`src/ppr_pkg.sv`:
```
// Package of constants, types and helpers for the process PID regulator.
`default_nettype none
package ppr_pkg;

  // Clock rate and the 10 ms base tick that all slow timing is built on.
  localparam int CLK_HZ = 125_000_000;
  localparam int TICK_MS = 10;
  localparam int TICK_CYCLES = CLK_HZ / 1000 * TICK_MS;
  // Ticks in one tenth of a second, the unit of every long time setting.
  localparam int TICKS_PER_TENTH = 100 / TICK_MS;

  // Percentages are held in tenths: 16'h03E8 is 100.0 percent.
  localparam logic [15:0] PCT_FULL = 16'h03E8;
  // Output drop per base tick while ramping down into dormancy.
  localparam logic [15:0] RAMP_STEP = 16'h0001;
  // Gain is held in hundredths, so this divisor removes that scale.
  localparam logic [15:0] GAIN_ONE = 16'h0064;
  localparam int DIV_W = 40;

  // Register byte offsets on the APB bus.
  localparam logic [7:0] OFS_CTRL = 8'h00;
  localparam logic [7:0] OFS_KP = 8'h04;
  localparam logic [7:0] OFS_TI = 8'h08;
  localparam logic [7:0] OFS_TD = 8'h0C;
  localparam logic [7:0] OFS_T = 8'h10;
  localparam logic [7:0] OFS_BAND = 8'h14;
  localparam logic [7:0] OFS_LTHR = 8'h18;
  localparam logic [7:0] OFS_LTIME = 8'h1C;
  localparam logic [7:0] OFS_WAKE = 8'h20;
  localparam logic [7:0] OFS_SLEEP = 8'h24;
  localparam logic [7:0] OFS_STAT = 8'h28;
  localparam logic [7:0] OFS_OUT = 8'h2C;
  localparam logic [7:0] OFS_FB = 8'h30;

  // Feedback inputs, each a percentage in tenths.
  typedef struct packed {
    logic [15:0] analog_input_a;
    logic [15:0] analog_input_b;
    logic [15:0] analog_input_c;
    logic [15:0] pulse_frequency_input;
    logic [15:0] bus_a;
    logic [15:0] bus_b;
  } ppr_fb_t;

  // Software settings; times in hundredths or tenths of a second.
  typedef struct packed {
    logic en;
    logic pol;
    logic [3:0] sel;
    logic [15:0] kp;
    logic [15:0] ti;
    logic [15:0] td;
    logic [15:0] t;
    logic [15:0] band;
    logic [15:0] loss_thr;
    logic [15:0] loss_time;
    logic [15:0] wake;
    logic [15:0] sleep;
  } ppr_cfg_t;

  localparam ppr_cfg_t CFG_RST = '{en: 1'b0, pol: 1'b0, sel: 4'h0,
    kp: 16'h0064, ti: 16'h0032, td: 16'h0000, t: 16'h000A,
    band: 16'h0000, loss_thr: 16'h0000, loss_time: 16'h000A,
    wake: 16'h0000, sleep: 16'h000A};

  typedef enum logic [3:0] {
    CS_IDLE = 4'h1, CS_DIVI = 4'h2, CS_DIVD = 4'h4, CS_DIVP = 4'h8
  } ppr_calc_t;

  typedef enum logic [3:0] {
    DS_RUN = 4'h1, DS_HOLD = 4'h2, DS_RAMP = 4'h4, DS_SLEEP = 4'h8
  } ppr_doze_t;

  // Sum of two percentages, saturated at full scale.
  function automatic logic [15:0] ppr_sat_add(input logic [15:0] a,
                                              input logic [15:0] b);
    logic [16:0] s;
    s = {1'b0, a} + {1'b0, b};
    return (s > {1'b0, PCT_FULL}) ? PCT_FULL : s[15:0];
  endfunction

endpackage
`default_nettype wire

```
`src/ppr_regulator.sv`:
```
// Process PID regulator: APB registers, sampling, PID math and dormancy.
//
// Behaviour
// - Feedback from channel 0..8: three analog, three sums, pulse, buses.
// - Positive output: feedback above preset lowers output frequency.
// - Negative output: feedback above preset raises output frequency.
// - Proportional term is gain times deviation; gain 0.00..100.00.
// - Integral term accumulates deviation, inverse to integral time.
// - Differential term follows deviation change, grows with its time.
// - Exactly one sample and computation per sampling period.
// - While deviation lies within the limit, output is held.
// - Valid reference and feedback at or below threshold runs loss timer.
// - Loss timer beyond loss time raises the feedback-offline alarm.
// - A zero dormancy delay disables sleeping.
// - Steady in band: hold for the delay, ramp to zero, then sleep.
// - Wake below wake value (positive) or above it (negative).
// - After waking, output rises from zero under regulation.
// - Reference and feedback are relative values on one 0..100 scale.
//
// The implementer's own choices: the register addresses and the APB interface to the registers.
`default_nettype none
module ppr_regulator
  import ppr_pkg::*;
#(
  parameter int TICK_CYC = TICK_CYCLES
) (
  input wire logic clk_i,
  input wire logic rst_n_i,
  input wire logic ce_i,
  input wire logic psel_i,
  input wire logic penable_i,
  input wire logic pwrite_i,
  input wire logic [7:0] paddr_i,
  input wire logic [31:0] pwdata_i,
  output logic [31:0] prdata_o,
  output logic pready_o,
  output logic pslverr_o,
  input wire ppr_fb_t fb_i,
  input wire logic [15:0] preset_i,
  input wire logic ref_valid_i,
  output logic [15:0] freq_cmd_o,
  output logic fb_alarm_o,
  output logic dormant_o
);

  localparam int TW = $clog2(TICK_CYC + 1);
  localparam int DW = DIV_W;

  ppr_cfg_t cfg_reg;
  ppr_calc_t cs_state;
  ppr_doze_t ds_state;
  logic [TW-1:0] tick_cnt_reg;
  logic [3:0] tenth_cnt_reg;
  logic [15:0] samp_cnt_reg;
  logic [15:0] fb_reg;
  logic [15:0] u_reg;
  logic [15:0] hold_cnt_reg;
  logic [15:0] loss_cnt_reg;
  logic signed [16:0] err_reg;
  logic signed [16:0] err1_reg;
  logic signed [16:0] err2_reg;
  logic signed [DW-1:0] iterm_reg;
  logic signed [DW-1:0] dterm_reg;
  logic signed [DW-1:0] du_reg;
  logic start_reg;
  logic apply_reg;
  logic alarm_reg;
  logic [31:0] rd_val;
  logic tick, tenth, samp_due, sample_go, calc_go, wr_go;
  logic [15:0] fb_now;
  logic signed [16:0] err_now;
  logic [16:0] err_mag;
  logic in_band, wake_hit, fb_low, loss_set;
  logic signed [DW-1:0] e0, e1, e2, u_sum, div_num, div_quo;
  logic [15:0] div_den;
  logic div_done;

  // Register offsets that the bus may address.
  function automatic logic addr_hit(input logic [7:0] a);
    return (a[1:0] == 2'b00) && (a <= OFS_FB);
  endfunction

  // Zero is not a legal time divisor, so it is stored as the least step.
  function automatic logic [15:0] nz(input logic [15:0] v);
    return (v == 16'h0000) ? 16'h0001 : v;
  endfunction

  // Feedback channel picker; unknown codes read as no feedback.
  function automatic logic [15:0] fb_pick(input logic [3:0] s,
                                          input ppr_fb_t f);
    unique case (s)
      4'h0: return f.analog_input_a;
      4'h1: return f.analog_input_b;
      4'h2: return f.analog_input_c;
      4'h3: return ppr_sat_add(f.analog_input_a, f.analog_input_b);
      4'h4: return ppr_sat_add(f.analog_input_b, f.analog_input_c);
      4'h5: return ppr_sat_add(f.analog_input_c, f.analog_input_a);
      4'h6: return f.pulse_frequency_input;
      4'h7: return f.bus_a;
      4'h8: return f.bus_b;
      default: return 16'h0000;
    endcase
  endfunction

  //////////////////////////////////////////////////////////////////////////
  // APB slave. One wait state: pready rises in the second access cycle.

  assign wr_go = psel_i & penable_i & pready_o & pwrite_i;

  // Answer, read data and error for unmapped offsets are all registered.
  always_ff @(posedge clk_i or negedge rst_n_i) begin
    if (!rst_n_i) begin
      pready_o <= 1'b0;
      prdata_o <= 32'h0000_0000;
      pslverr_o <= 1'b0;
    end else if (ce_i) begin
      pready_o <= psel_i & penable_i & ~pready_o;
      if (psel_i & penable_i & ~pready_o) begin
        prdata_o <= pwrite_i ? 32'h0000_0000 : rd_val;
        pslverr_o <= ~addr_hit(paddr_i);
      end else begin
        pslverr_o <= 1'b0;
      end
    end
  end

  // Read view of settings and of the regulator's own state.
  always_comb begin
    rd_val = 32'h0000_0000;
    case (paddr_i)
      OFS_CTRL: rd_val = {26'h0, cfg_reg.sel, cfg_reg.pol, cfg_reg.en};
      OFS_KP: rd_val = {16'h0, cfg_reg.kp};
      OFS_TI: rd_val = {16'h0, cfg_reg.ti};
      OFS_TD: rd_val = {16'h0, cfg_reg.td};
      OFS_T: rd_val = {16'h0, cfg_reg.t};
      OFS_BAND: rd_val = {16'h0, cfg_reg.band};
      OFS_LTHR: rd_val = {16'h0, cfg_reg.loss_thr};
      OFS_LTIME: rd_val = {16'h0, cfg_reg.loss_time};
      OFS_WAKE: rd_val = {16'h0, cfg_reg.wake};
      OFS_SLEEP: rd_val = {16'h0, cfg_reg.sleep};
      OFS_STAT: rd_val = {24'h0, ds_state, 1'b0, ~cs_state[0],
                          ds_state[3], alarm_reg};
      OFS_OUT: rd_val = {16'h0, u_reg};
      OFS_FB: rd_val = {16'h0, fb_reg};
      default: rd_val = 32'h0000_0000;
    endcase
  end

  // Settings. Percent fields are tenths, times hundredths or tenths of s.
  always_ff @(posedge clk_i or negedge rst_n_i) begin
    if (!rst_n_i) begin
      cfg_reg <= CFG_RST;
    end else if (ce_i && wr_go) begin
      case (paddr_i)
        OFS_CTRL: begin
          cfg_reg.en <= pwdata_i[0];
          cfg_reg.pol <= pwdata_i[1];
          cfg_reg.sel <= pwdata_i[5:2];
        end
        OFS_KP: cfg_reg.kp <= pwdata_i[15:0];
        OFS_TI: cfg_reg.ti <= nz(pwdata_i[15:0]);
        OFS_TD: cfg_reg.td <= pwdata_i[15:0];
        OFS_T: cfg_reg.t <= nz(pwdata_i[15:0]);
        OFS_BAND: cfg_reg.band <= pwdata_i[15:0];
        OFS_LTHR: cfg_reg.loss_thr <= pwdata_i[15:0];
        OFS_LTIME: cfg_reg.loss_time <= pwdata_i[15:0];
        OFS_WAKE: cfg_reg.wake <= pwdata_i[15:0];
        OFS_SLEEP: cfg_reg.sleep <= pwdata_i[15:0];
        default: cfg_reg <= cfg_reg;
      endcase
    end
  end

  //////////////////////////////////////////////////////////////////////////
  // Time base: 10 ms tick and 100 ms tenth, both frozen with ce_i.

  assign tick = ce_i && (tick_cnt_reg == TW'(TICK_CYC - 1));
  assign tenth = tick && (tenth_cnt_reg == 4'(TICKS_PER_TENTH - 1));
  assign samp_due = tick && cfg_reg.en
                    && (samp_cnt_reg >= cfg_reg.t - 16'h0001);
  // A due sample waits for a busy computation so none is doubled.
  assign sample_go = samp_due && (cs_state == CS_IDLE);

  // Tick and tenth dividers.
  always_ff @(posedge clk_i or negedge rst_n_i) begin
    if (!rst_n_i) begin
      tick_cnt_reg <= '0;
      tenth_cnt_reg <= 4'h0;
    end else if (ce_i) begin
      tick_cnt_reg <= tick ? '0 : tick_cnt_reg + TW'(1);
      if (tick) begin
        tenth_cnt_reg <= tenth ? 4'h0 : tenth_cnt_reg + 4'h1;
      end
    end
  end

  // Sampling period counter in ticks.
  always_ff @(posedge clk_i or negedge rst_n_i) begin
    if (!rst_n_i) begin
      samp_cnt_reg <= 16'h0000;
    end else if (ce_i) begin
      if (!cfg_reg.en || sample_go) begin
        samp_cnt_reg <= 16'h0000;
      end else if (tick && !samp_due) begin
        samp_cnt_reg <= samp_cnt_reg + 16'h0001;
      end
    end
  end

  //////////////////////////////////////////////////////////////////////////
  // Deviation. Preset and feedback share the same tenths scale.

  assign fb_now = fb_pick(cfg_reg.sel, fb_i);
  // Sign is flipped for negative output so both modes drive u alike.
  assign err_now = cfg_reg.pol
                   ? $signed({1'b0, fb_now}) - $signed({1'b0, preset_i})
                   : $signed({1'b0, preset_i}) - $signed({1'b0, fb_now});
  assign err_mag = err_now[16] ? 17'(-err_now) : err_now;
  assign in_band = err_mag <= {1'b0, cfg_reg.band};

  // Sample and deviation history, taken once per period.
  always_ff @(posedge clk_i or negedge rst_n_i) begin
    if (!rst_n_i) begin
      fb_reg <= 16'h0000;
      err_reg <= '0;
      err1_reg <= '0;
      err2_reg <= '0;
    end else if (ce_i && sample_go) begin
      fb_reg <= fb_now;
      err_reg <= err_now;
      err1_reg <= err_reg;
      err2_reg <= err1_reg;
    end
  end

  //////////////////////////////////////////////////////////////////////////
  // Incremental PID: du = Kp*(de + e*T/Ti + (e-2e1+e2)*Td/T) / 100.
  // Truncation drops integral steps below one tenth percent; a wide T/Ti
  // ratio keeps that loss small.

  assign calc_go = sample_go && !in_band && (ds_state == DS_RUN);
  assign e0 = DW'(err_reg);
  assign e1 = DW'(err1_reg);
  assign e2 = DW'(err2_reg);

  // Divider operands per phase.
  always_comb begin
    div_num = '0;
    div_den = GAIN_ONE;
    unique case (cs_state)
      CS_DIVI: begin
        div_num = DW'(e0 * $signed({1'b0, cfg_reg.t}));
        div_den = cfg_reg.ti;
      end
      CS_DIVD: begin
        div_num = DW'((e0 - e1 - e1 + e2)
                      * $signed({1'b0, cfg_reg.td}));
        div_den = cfg_reg.t;
      end
      CS_DIVP: begin
        div_num = DW'((e0 - e1 + iterm_reg + dterm_reg)
                      * $signed({1'b0, cfg_reg.kp}));
        div_den = GAIN_ONE;
      end
      default: div_num = '0;
    endcase
  end

  ppr_div #(
    .W(DW)
  ) u_div (
    .clk_i(clk_i),
    .rst_n_i(rst_n_i),
    .ce_i(ce_i),
    .start_i(start_reg),
    .num_i(div_num),
    .den_i(div_den),
    .quo_o(div_quo),
    .done_o(div_done)
  );

  // Computation sequencer: three divisions, then one apply pulse.
  always_ff @(posedge clk_i or negedge rst_n_i) begin
    if (!rst_n_i) begin
      cs_state <= CS_IDLE;
      start_reg <= 1'b0;
      apply_reg <= 1'b0;
      iterm_reg <= '0;
      dterm_reg <= '0;
      du_reg <= '0;
    end else if (ce_i) begin
      start_reg <= 1'b0;
      apply_reg <= 1'b0;
      unique case (cs_state)
        CS_IDLE: if (calc_go) begin
          cs_state <= CS_DIVI;
          start_reg <= 1'b1;
        end
        CS_DIVI: if (div_done) begin
          iterm_reg <= div_quo;
          cs_state <= CS_DIVD;
          start_reg <= 1'b1;
        end
        CS_DIVD: if (div_done) begin
          dterm_reg <= div_quo;
          cs_state <= CS_DIVP;
          start_reg <= 1'b1;
        end
        CS_DIVP: if (div_done) begin
          du_reg <= div_quo;
          cs_state <= CS_IDLE;
          apply_reg <= 1'b1;
        end
        default: cs_state <= CS_IDLE;
      endcase
    end
  end

  assign u_sum = $signed({24'h0, u_reg}) + du_reg;

  // Output command, clamped to 0..100 percent; ramp pulls it to zero.
  always_ff @(posedge clk_i or negedge rst_n_i) begin
    if (!rst_n_i) begin
      u_reg <= 16'h0000;
    end else if (ce_i) begin
      if (!cfg_reg.en) begin
        u_reg <= 16'h0000;
      end else if (apply_reg && ds_state == DS_RUN) begin
        if (u_sum < 0) begin
          u_reg <= 16'h0000;
        end else if (u_sum > $signed({24'h0, PCT_FULL})) begin
          u_reg <= PCT_FULL;
        end else begin
          u_reg <= u_sum[15:0];
        end
      end else if (ds_state == DS_RAMP && tick) begin
        u_reg <= (u_reg > RAMP_STEP) ? u_reg - RAMP_STEP
                                     : 16'h0000;
      end
    end
  end

  //////////////////////////////////////////////////////////////////////////
  // Dormancy. Hold time is counted in tenths of a second.

  assign wake_hit = cfg_reg.pol ? (fb_now > cfg_reg.wake)
                                : (fb_now < cfg_reg.wake);

  always_ff @(posedge clk_i or negedge rst_n_i) begin
    if (!rst_n_i) begin
      ds_state <= DS_RUN;
      hold_cnt_reg <= 16'h0000;
    end else if (ce_i) begin
      if (!cfg_reg.en) begin
        ds_state <= DS_RUN;
      end else begin
        unique case (ds_state)
          DS_RUN: if (sample_go && in_band && cfg_reg.sleep != 16'h0000) begin
            ds_state <= DS_HOLD;
            hold_cnt_reg <= 16'h0000;
          end
          DS_HOLD: begin
            if (cfg_reg.sleep == 16'h0000 || (sample_go && !in_band)) begin
              ds_state <= DS_RUN;
            end else if (tenth) begin
              hold_cnt_reg <= hold_cnt_reg + 16'h0001;
              if (hold_cnt_reg + 16'h0001 >= cfg_reg.sleep) begin
                ds_state <= DS_RAMP;
              end
            end
          end
          DS_RAMP: if (u_reg == 16'h0000) ds_state <= DS_SLEEP;
          DS_SLEEP: if (sample_go && wake_hit) begin
            ds_state <= DS_RUN;
          end
          default: ds_state <= DS_RUN;
        endcase
      end
    end
  end

  //////////////////////////////////////////////////////////////////////////
  // Feedback loss watch, on the live feedback so a dead wire shows early.

  assign fb_low = ref_valid_i && (fb_now <= cfg_reg.loss_thr);
  assign loss_set = fb_low && (loss_cnt_reg > cfg_reg.loss_time);

  // Loss timer in tenths, saturating.
  always_ff @(posedge clk_i or negedge rst_n_i) begin
    if (!rst_n_i) begin
      loss_cnt_reg <= 16'h0000;
    end else if (ce_i) begin
      if (!fb_low) begin
        loss_cnt_reg <= 16'h0000;
      end else if (tenth && loss_cnt_reg != 16'hFFFF) begin
        loss_cnt_reg <= loss_cnt_reg + 16'h0001;
      end
    end
  end

  // Sticky alarm, write one to clear; a new loss wins over the clear.
  always_ff @(posedge clk_i or negedge rst_n_i) begin
    if (!rst_n_i) begin
      alarm_reg <= 1'b0;
    end else if (ce_i) begin
      if (loss_set) begin
        alarm_reg <= 1'b1;
      end else if (wr_go && paddr_i == OFS_STAT && pwdata_i[0]) begin
        alarm_reg <= 1'b0;
      end
    end
  end

  // Pin outputs, one flop behind their state.
  always_ff @(posedge clk_i or negedge rst_n_i) begin
    if (!rst_n_i) begin
      freq_cmd_o <= 16'h0000;
      fb_alarm_o <= 1'b0;
      dormant_o <= 1'b0;
    end else if (ce_i) begin
      freq_cmd_o <= u_reg;
      fb_alarm_o <= alarm_reg;
      dormant_o <= (ds_state == DS_SLEEP);
    end
  end
endmodule
`default_nettype wire

```
`src/ppr_div.sv`:
```
// Iterative signed-by-unsigned divider used for the PID terms.
`default_nettype none
module ppr_div
  import ppr_pkg::*;
#(
  parameter int W = DIV_W
) (
  input wire logic clk_i,
  input wire logic rst_n_i,
  input wire logic ce_i,
  input wire logic start_i,
  input wire logic signed [W-1:0] num_i,
  input wire logic [15:0] den_i,
  output logic signed [W-1:0] quo_o,
  output logic done_o
);

  localparam int CW = $clog2(W + 1);

  logic [W-1:0] mag_reg;
  logic [16:0] rem_reg;
  logic [15:0] den_reg;
  logic [CW-1:0] cnt_reg;
  logic neg_reg;
  logic busy_reg;
  logic [16:0] trial;

  // One quotient bit per cycle; slow but tiny, and a sample is long.
  assign trial = {rem_reg[15:0], mag_reg[W-1]};
  assign quo_o = neg_reg ? -$signed(mag_reg) : $signed(mag_reg);

  // Restoring division on the magnitude; sign is put back at the end.
  always_ff @(posedge clk_i or negedge rst_n_i) begin
    if (!rst_n_i) begin
      mag_reg <= '0;
      rem_reg <= '0;
      den_reg <= 16'h0001;
      cnt_reg <= '0;
      neg_reg <= 1'b0;
      busy_reg <= 1'b0;
      done_o <= 1'b0;
    end else if (ce_i) begin
      done_o <= 1'b0;
      if (start_i) begin
        mag_reg <= num_i[W-1] ? W'(-num_i) : num_i;
        rem_reg <= '0;
        den_reg <= (den_i == 16'h0000) ? 16'h0001 : den_i;
        cnt_reg <= CW'(W);
        neg_reg <= num_i[W-1];
        busy_reg <= 1'b1;
      end else if (busy_reg) begin
        if (trial >= {1'b0, den_reg}) begin
          rem_reg <= trial - {1'b0, den_reg};
          mag_reg <= {mag_reg[W-2:0], 1'b1};
        end else begin
          rem_reg <= trial;
          mag_reg <= {mag_reg[W-2:0], 1'b0};
        end
        cnt_reg <= cnt_reg - CW'(1);
        if (cnt_reg == CW'(1)) begin
          busy_reg <= 1'b0;
          done_o <= 1'b1;
        end
      end
    end
  end

endmodule
`default_nettype wire

```
`config.mk`:
```
export PLATFORM = sky130hd
export DESIGN_NAME = ppr_regulator
export DESIGN_NICKNAME = d
export VERILOG_FILES = /design/src/ppr_pkg.sv /design/src/ppr_regulator.sv /design/src/ppr_div.sv
export SDC_FILE = /design/constraint.sdc
export NUM_CORES = 2
export LEC_CHECK = 0
export BUFFER_PORTS_ARGS = -buffer_cell sky130_fd_sc_hd__buf_2
export CAP_MARGIN = 20
export CORE_UTILIZATION = 59
export DETAILED_ROUTE_END_ITERATION = 10
export GPL_TIMING_DRIVEN = 0
export HOLD_SLACK_MARGIN = 0.08
export PLACE_DENSITY = 0.79
export SETUP_SLACK_MARGIN = 0.5
export SKIP_CTS_REPAIR_TIMING = 1
export SYNTH_ARGS = -nofsm -noshare
export SYNTH_HDL_FRONTEND = slang
export SYNTH_SLANG_ARGS = --single-unit
```
`constraint.sdc`:
```
create_clock -name clk_i -period 11.5 [get_ports clk_i]
set_input_delay 2.3 -clock clk_i [delete_from_list [all_inputs] [get_ports clk_i]]
set_output_delay 2.3 -clock clk_i [all_outputs]
set_load 0.02 [all_outputs]
```
==> flow_summary_export.csv <==
group,metric,value,unit
timing,tightest_slew,1620,ps
cts,clock_insertion_delay_worst_skew,660,ps
synth,netlist-cell-type-count,94,
synth,post_synth_simple_gate_area,15.0,%
synth,synth.area.mux_share,3.42,%
die,fp-row-count,133,
synth,synth-adder-area-share,36.9,%
cts,cts-root-buf,"sky130_fd_sc_hd__clkbuf_16",
worst_setup_path,critPathMaxFanout,7,
synth,asyncSetResetFlopFracSynth,100,%
worst_setup_path,crit_buf_inv,10,
worst_setup_path,worstSetupEndpointType,"flip-flop",
routing,routed_wire_length_per_instance,24.2,um
synth,synth-compound-area-share,12.4,%
cts,cts-buffers-inserted,56,
synth,synth_seq_cells,554,
grt,first_global_vias,67700,
worst_setup_path,crit_family,"adder cells",
hold_path,worstHoldPathType,"reg -> reg",
grt,number_of_antenna_violations_at_the_first_check_in_global_routing,8,
place,gpl.final_weighted_congestion,1.03,
worst_setup_path,max_stage_delay,610,ps
worst_setup_path,worst_path_most_repeated_cell,"sky130_fd_sc_hd__fa_1",
place,portBuffers,167,
routing,first_iter_violations,7457,
synth,synth_edf_count,0,
die,chipWidth,366,um
worst_setup_path,critPathSlowestCell,"sky130_fd_sc_hd__fa_2",
place,placed_cell_area,82100,um2
worst_setup_path,worst_ep_required_time,11980,ps
routing,routed-via-count,67600,
die,core_area,132000,um2
grt,groute.usage.overall,39.0,%
grt,maximum_number_of_pins_on_one_net_before_global_route_repair,122,
timing,relSlewSlack,-9.16,%
outcome,failed_checks,"max-capacitance violations, max-slew violations, negative setup slack",
timing,final.setup_skew,37.1,ps
timing,timing.final.crit_period,13220,ps
synth,main_combinational_cell_family_by_area_after_synthesis,"adder cells",
die,die_height,366,um
cts,clk_pin_slew_worst_paths,60,ps
synth,synth_ff_type,"sky130_fd_sc_hd__dfrtp_1",
die,num_io_pins,211,
routing,detail_route.vias_per_cell,6.13,
routing,drc,0,
worst_setup_path,worstSetupPathType,"reg -> reg",
cts,h_tree_depth,2,
cts,clk_sink_count,554,
cts,clock_path_buffers,3,
timing,final_hold_viol_count,0,
flow_run,max_cap_violations,1,
layout,nets,11000,
grt,grt_remaining_overflow,0,
layout,layout-area-overhead-vs-synth,11.5,%
layout,final_layout_size_suffix_gt1_share,11.6,%
place,place_hpwl,214,mm
synth,synth_area_per_cell,8.87,um2
routing,drtAntennaViolNets,0,
synth,post_synth_instance_area,78300,um2
layout,layout.cell_area.non_filler,87400,um2
die,die_area,134000,um2
synth,ys_seq_area_share,17.7,%
timing,setup_ws,-1720,ps
layout,largest_reg_flops,150,
timing,finalSetupViolations,40,
synth,syn_inst,8831,
timing,report.final.slew_viol_count,4,
cts,tritoncts,"built",
worst_setup_path,cp.arrival,13690,ps
worst_setup_path,type_of_origin_of_the_critical_path,"flip-flop",
synth,synthXorXnorAreaFrac,4.63,%
timing,timing.final.crit_share,115,%
die,floorplan.initialDensity,59.5,%
outcome,run_status,"finished with violations",
synth,synth.yosys.warnings,0,
routing,firstDrtPassIters,7,
grt,first_pass_grt_wire_length,399,mm
timing,grt_setup_unrepaired,"true",
routing,postRouteWirelength,267,mm
timing,timing.fmax,75.7,MHz
[kinds of logic (layout without fill, tap and decap cells)]
family / count (synthesis) / count (layout)
AND/OR/NAND/NOR: 2467 / 2467
buffers and inverters: 2025 / 2438
adder cells (fa/ha/maj): 1664 / 1664
AO/OA/AOI/OAI: 1477 / 1477
flip-flops: 554 / 554
XOR/XNOR: 401 / 401
multiplexers: 242 / 242
other: 1 / 21
[worst reg2reg max path: cells and delay by family, from the launching register on]
| family | cells | cell delay, ps |
|---|---|---|
| compound gates | 28 | 4790 |
| buf+inv | 10 | 980 |
| mux | 1 | 330 |
| flops | 1 | 500 |
| simple gates | 5 | 770 |
| fa+ha+maj | 11 | 4810 |
| xor+xnor | 3 | 850 |
[through the flow]
stage               instances  setup TNS [ps]  utilization, %  hold WS, ps  worst slack [ps]
floorplan                8846               0               -          445               390
global placement        10800        -1865600            62.2          461             -2990
detailed placement      10800         -281770            62.4          470             -2900
CTS                     10900         -216570            63.9          483             -2930
global route            11000          -69080            66.4          507             -1900
finish                  11000          -60720            66.4          480             -1720
[path summary, 6_finish.rpt]
check	from	end	slack [ps]	depth (start not counted)
setup reg to reg	err_reg[0]	u_div.mag_reg[4]	-1720	58
setup / recovery	err_reg[0]	u_div.mag_reg[4]	-1720	58
min in group asynchronous	rst_n_i	freq_cmd_o[6]	1600	1
hold / removal	err2_reg[9]	err2_reg[9]	480	2
max in group asynchronous	rst_n_i	err_reg[0]	8080	4
hold reg to reg	err2_reg[9]	err2_reg[9]	480	2
[cell usage after synthesis (39+ instances only)]
| library cell | number | share of area, % |
|---|---|---|
| sky130_fd_sc_hd__inv_1 | 1612 | 7.7 |
| sky130_fd_sc_hd__nand2_1 | 1108 | 5.3 |
| sky130_fd_sc_hd__fa_1 | 1083 | 28 |
| sky130_fd_sc_hd__ha_1 | 578 | 9.2 |
| sky130_fd_sc_hd__dfrtp_1 | 539 | 17 |
| sky130_fd_sc_hd__and2_1 | 457 | 3.6 |
| sky130_fd_sc_hd__o21ai_0 | 380 | 2.4 |
| sky130_fd_sc_hd__clkbuf_1 | 359 | 1.7 |
| sky130_fd_sc_hd__a21oi_1 | 306 | 2.0 |
| sky130_fd_sc_hd__nor2_1 | 303 | 1.5 |
| sky130_fd_sc_hd__xnor2_1 | 258 | 2.9 |
| sky130_fd_sc_hd__mux2_2 | 203 | 2.9 |
| sky130_fd_sc_hd__xor2_1 | 135 | 1.5 |
| sky130_fd_sc_hd__a21o_1 | 133 | 1.3 |
| sky130_fd_sc_hd__nand3_1 | 108 | 0.69 |
| sky130_fd_sc_hd__nor3_1 | 96 | 0.61 |
| sky130_fd_sc_hd__nand4_1 | 65 | 0.52 |
| sky130_fd_sc_hd__a221oi_1 | 63 | 0.70 |
| sky130_fd_sc_hd__a22oi_1 | 62 | 0.59 |
| sky130_fd_sc_hd__a22o_1 | 61 | 0.68 |
| sky130_fd_sc_hd__and3_1 | 60 | 0.48 |
| sky130_fd_sc_hd__a31oi_1 | 58 | 0.46 |
| sky130_fd_sc_hd__o21bai_1 | 53 | 0.51 |
| sky130_fd_sc_hd__nand2b_1 | 47 | 0.38 |
| sky130_fd_sc_hd__nor4_1 | 45 | 0.36 |
| sky130_fd_sc_hd__or3_1 | 45 | 0.36 |
| sky130_fd_sc_hd__o21a_1 | 44 | 0.42 |
| sky130_fd_sc_hd__o22ai_1 | 44 | 0.35 |
| sky130_fd_sc_hd__nor2b_1 | 42 | 0.34 |
| sky130_fd_sc_hd__mux2i_1 | 39 | 0.50 |
[layout make-up]
cell class / count / area (um2)
multi-input combinational: 6267 / 59200
tap: 1755 / 2200
timing repair buffer: 310 / 2240
buffer: 412 / 1860
clock inverter: 27 / 385
sequential: 554 / 13900
fill: 10500 / 44300
inverter: 1613 / 6060
antenna: 5 / 12.5
clock buffer: 76 / 1580
[cells in the final DEF (no fill, tap or decap), drive strengths merged, types with 62 or more instances in the layout]
master / instances
inv: 1614
nand2: 1108
fa: 1083
ha: 578
dfrtp: 539
and2: 457
clkbuf: 417
o21ai: 392
buf: 379
a21oi: 309
nor2: 303
xnor2: 258
mux2: 203
xor2: 135
a21o: 133
nand3: 110
nor3: 96
nand4: 65
a221oi: 63
a22oi: 62
[metal layers]
| metal | part of all wire [%] | wire length, um | track usage (%) |
|---|---|---|---|
| met1 | 36 | 96900 | 48.9 |
| met2 | 45 | 120000 | 61.0 |
| met3 | 10 | 27200 | 7.82 |
| met4 | 8.5 | 22600 | 26.7 |
| met5 | 0.019 | 50 | 0 |
Power is left out: the tool's default activity adds up to more than one toggle a clock period on the data nets, which glitch-free logic cannot reach.
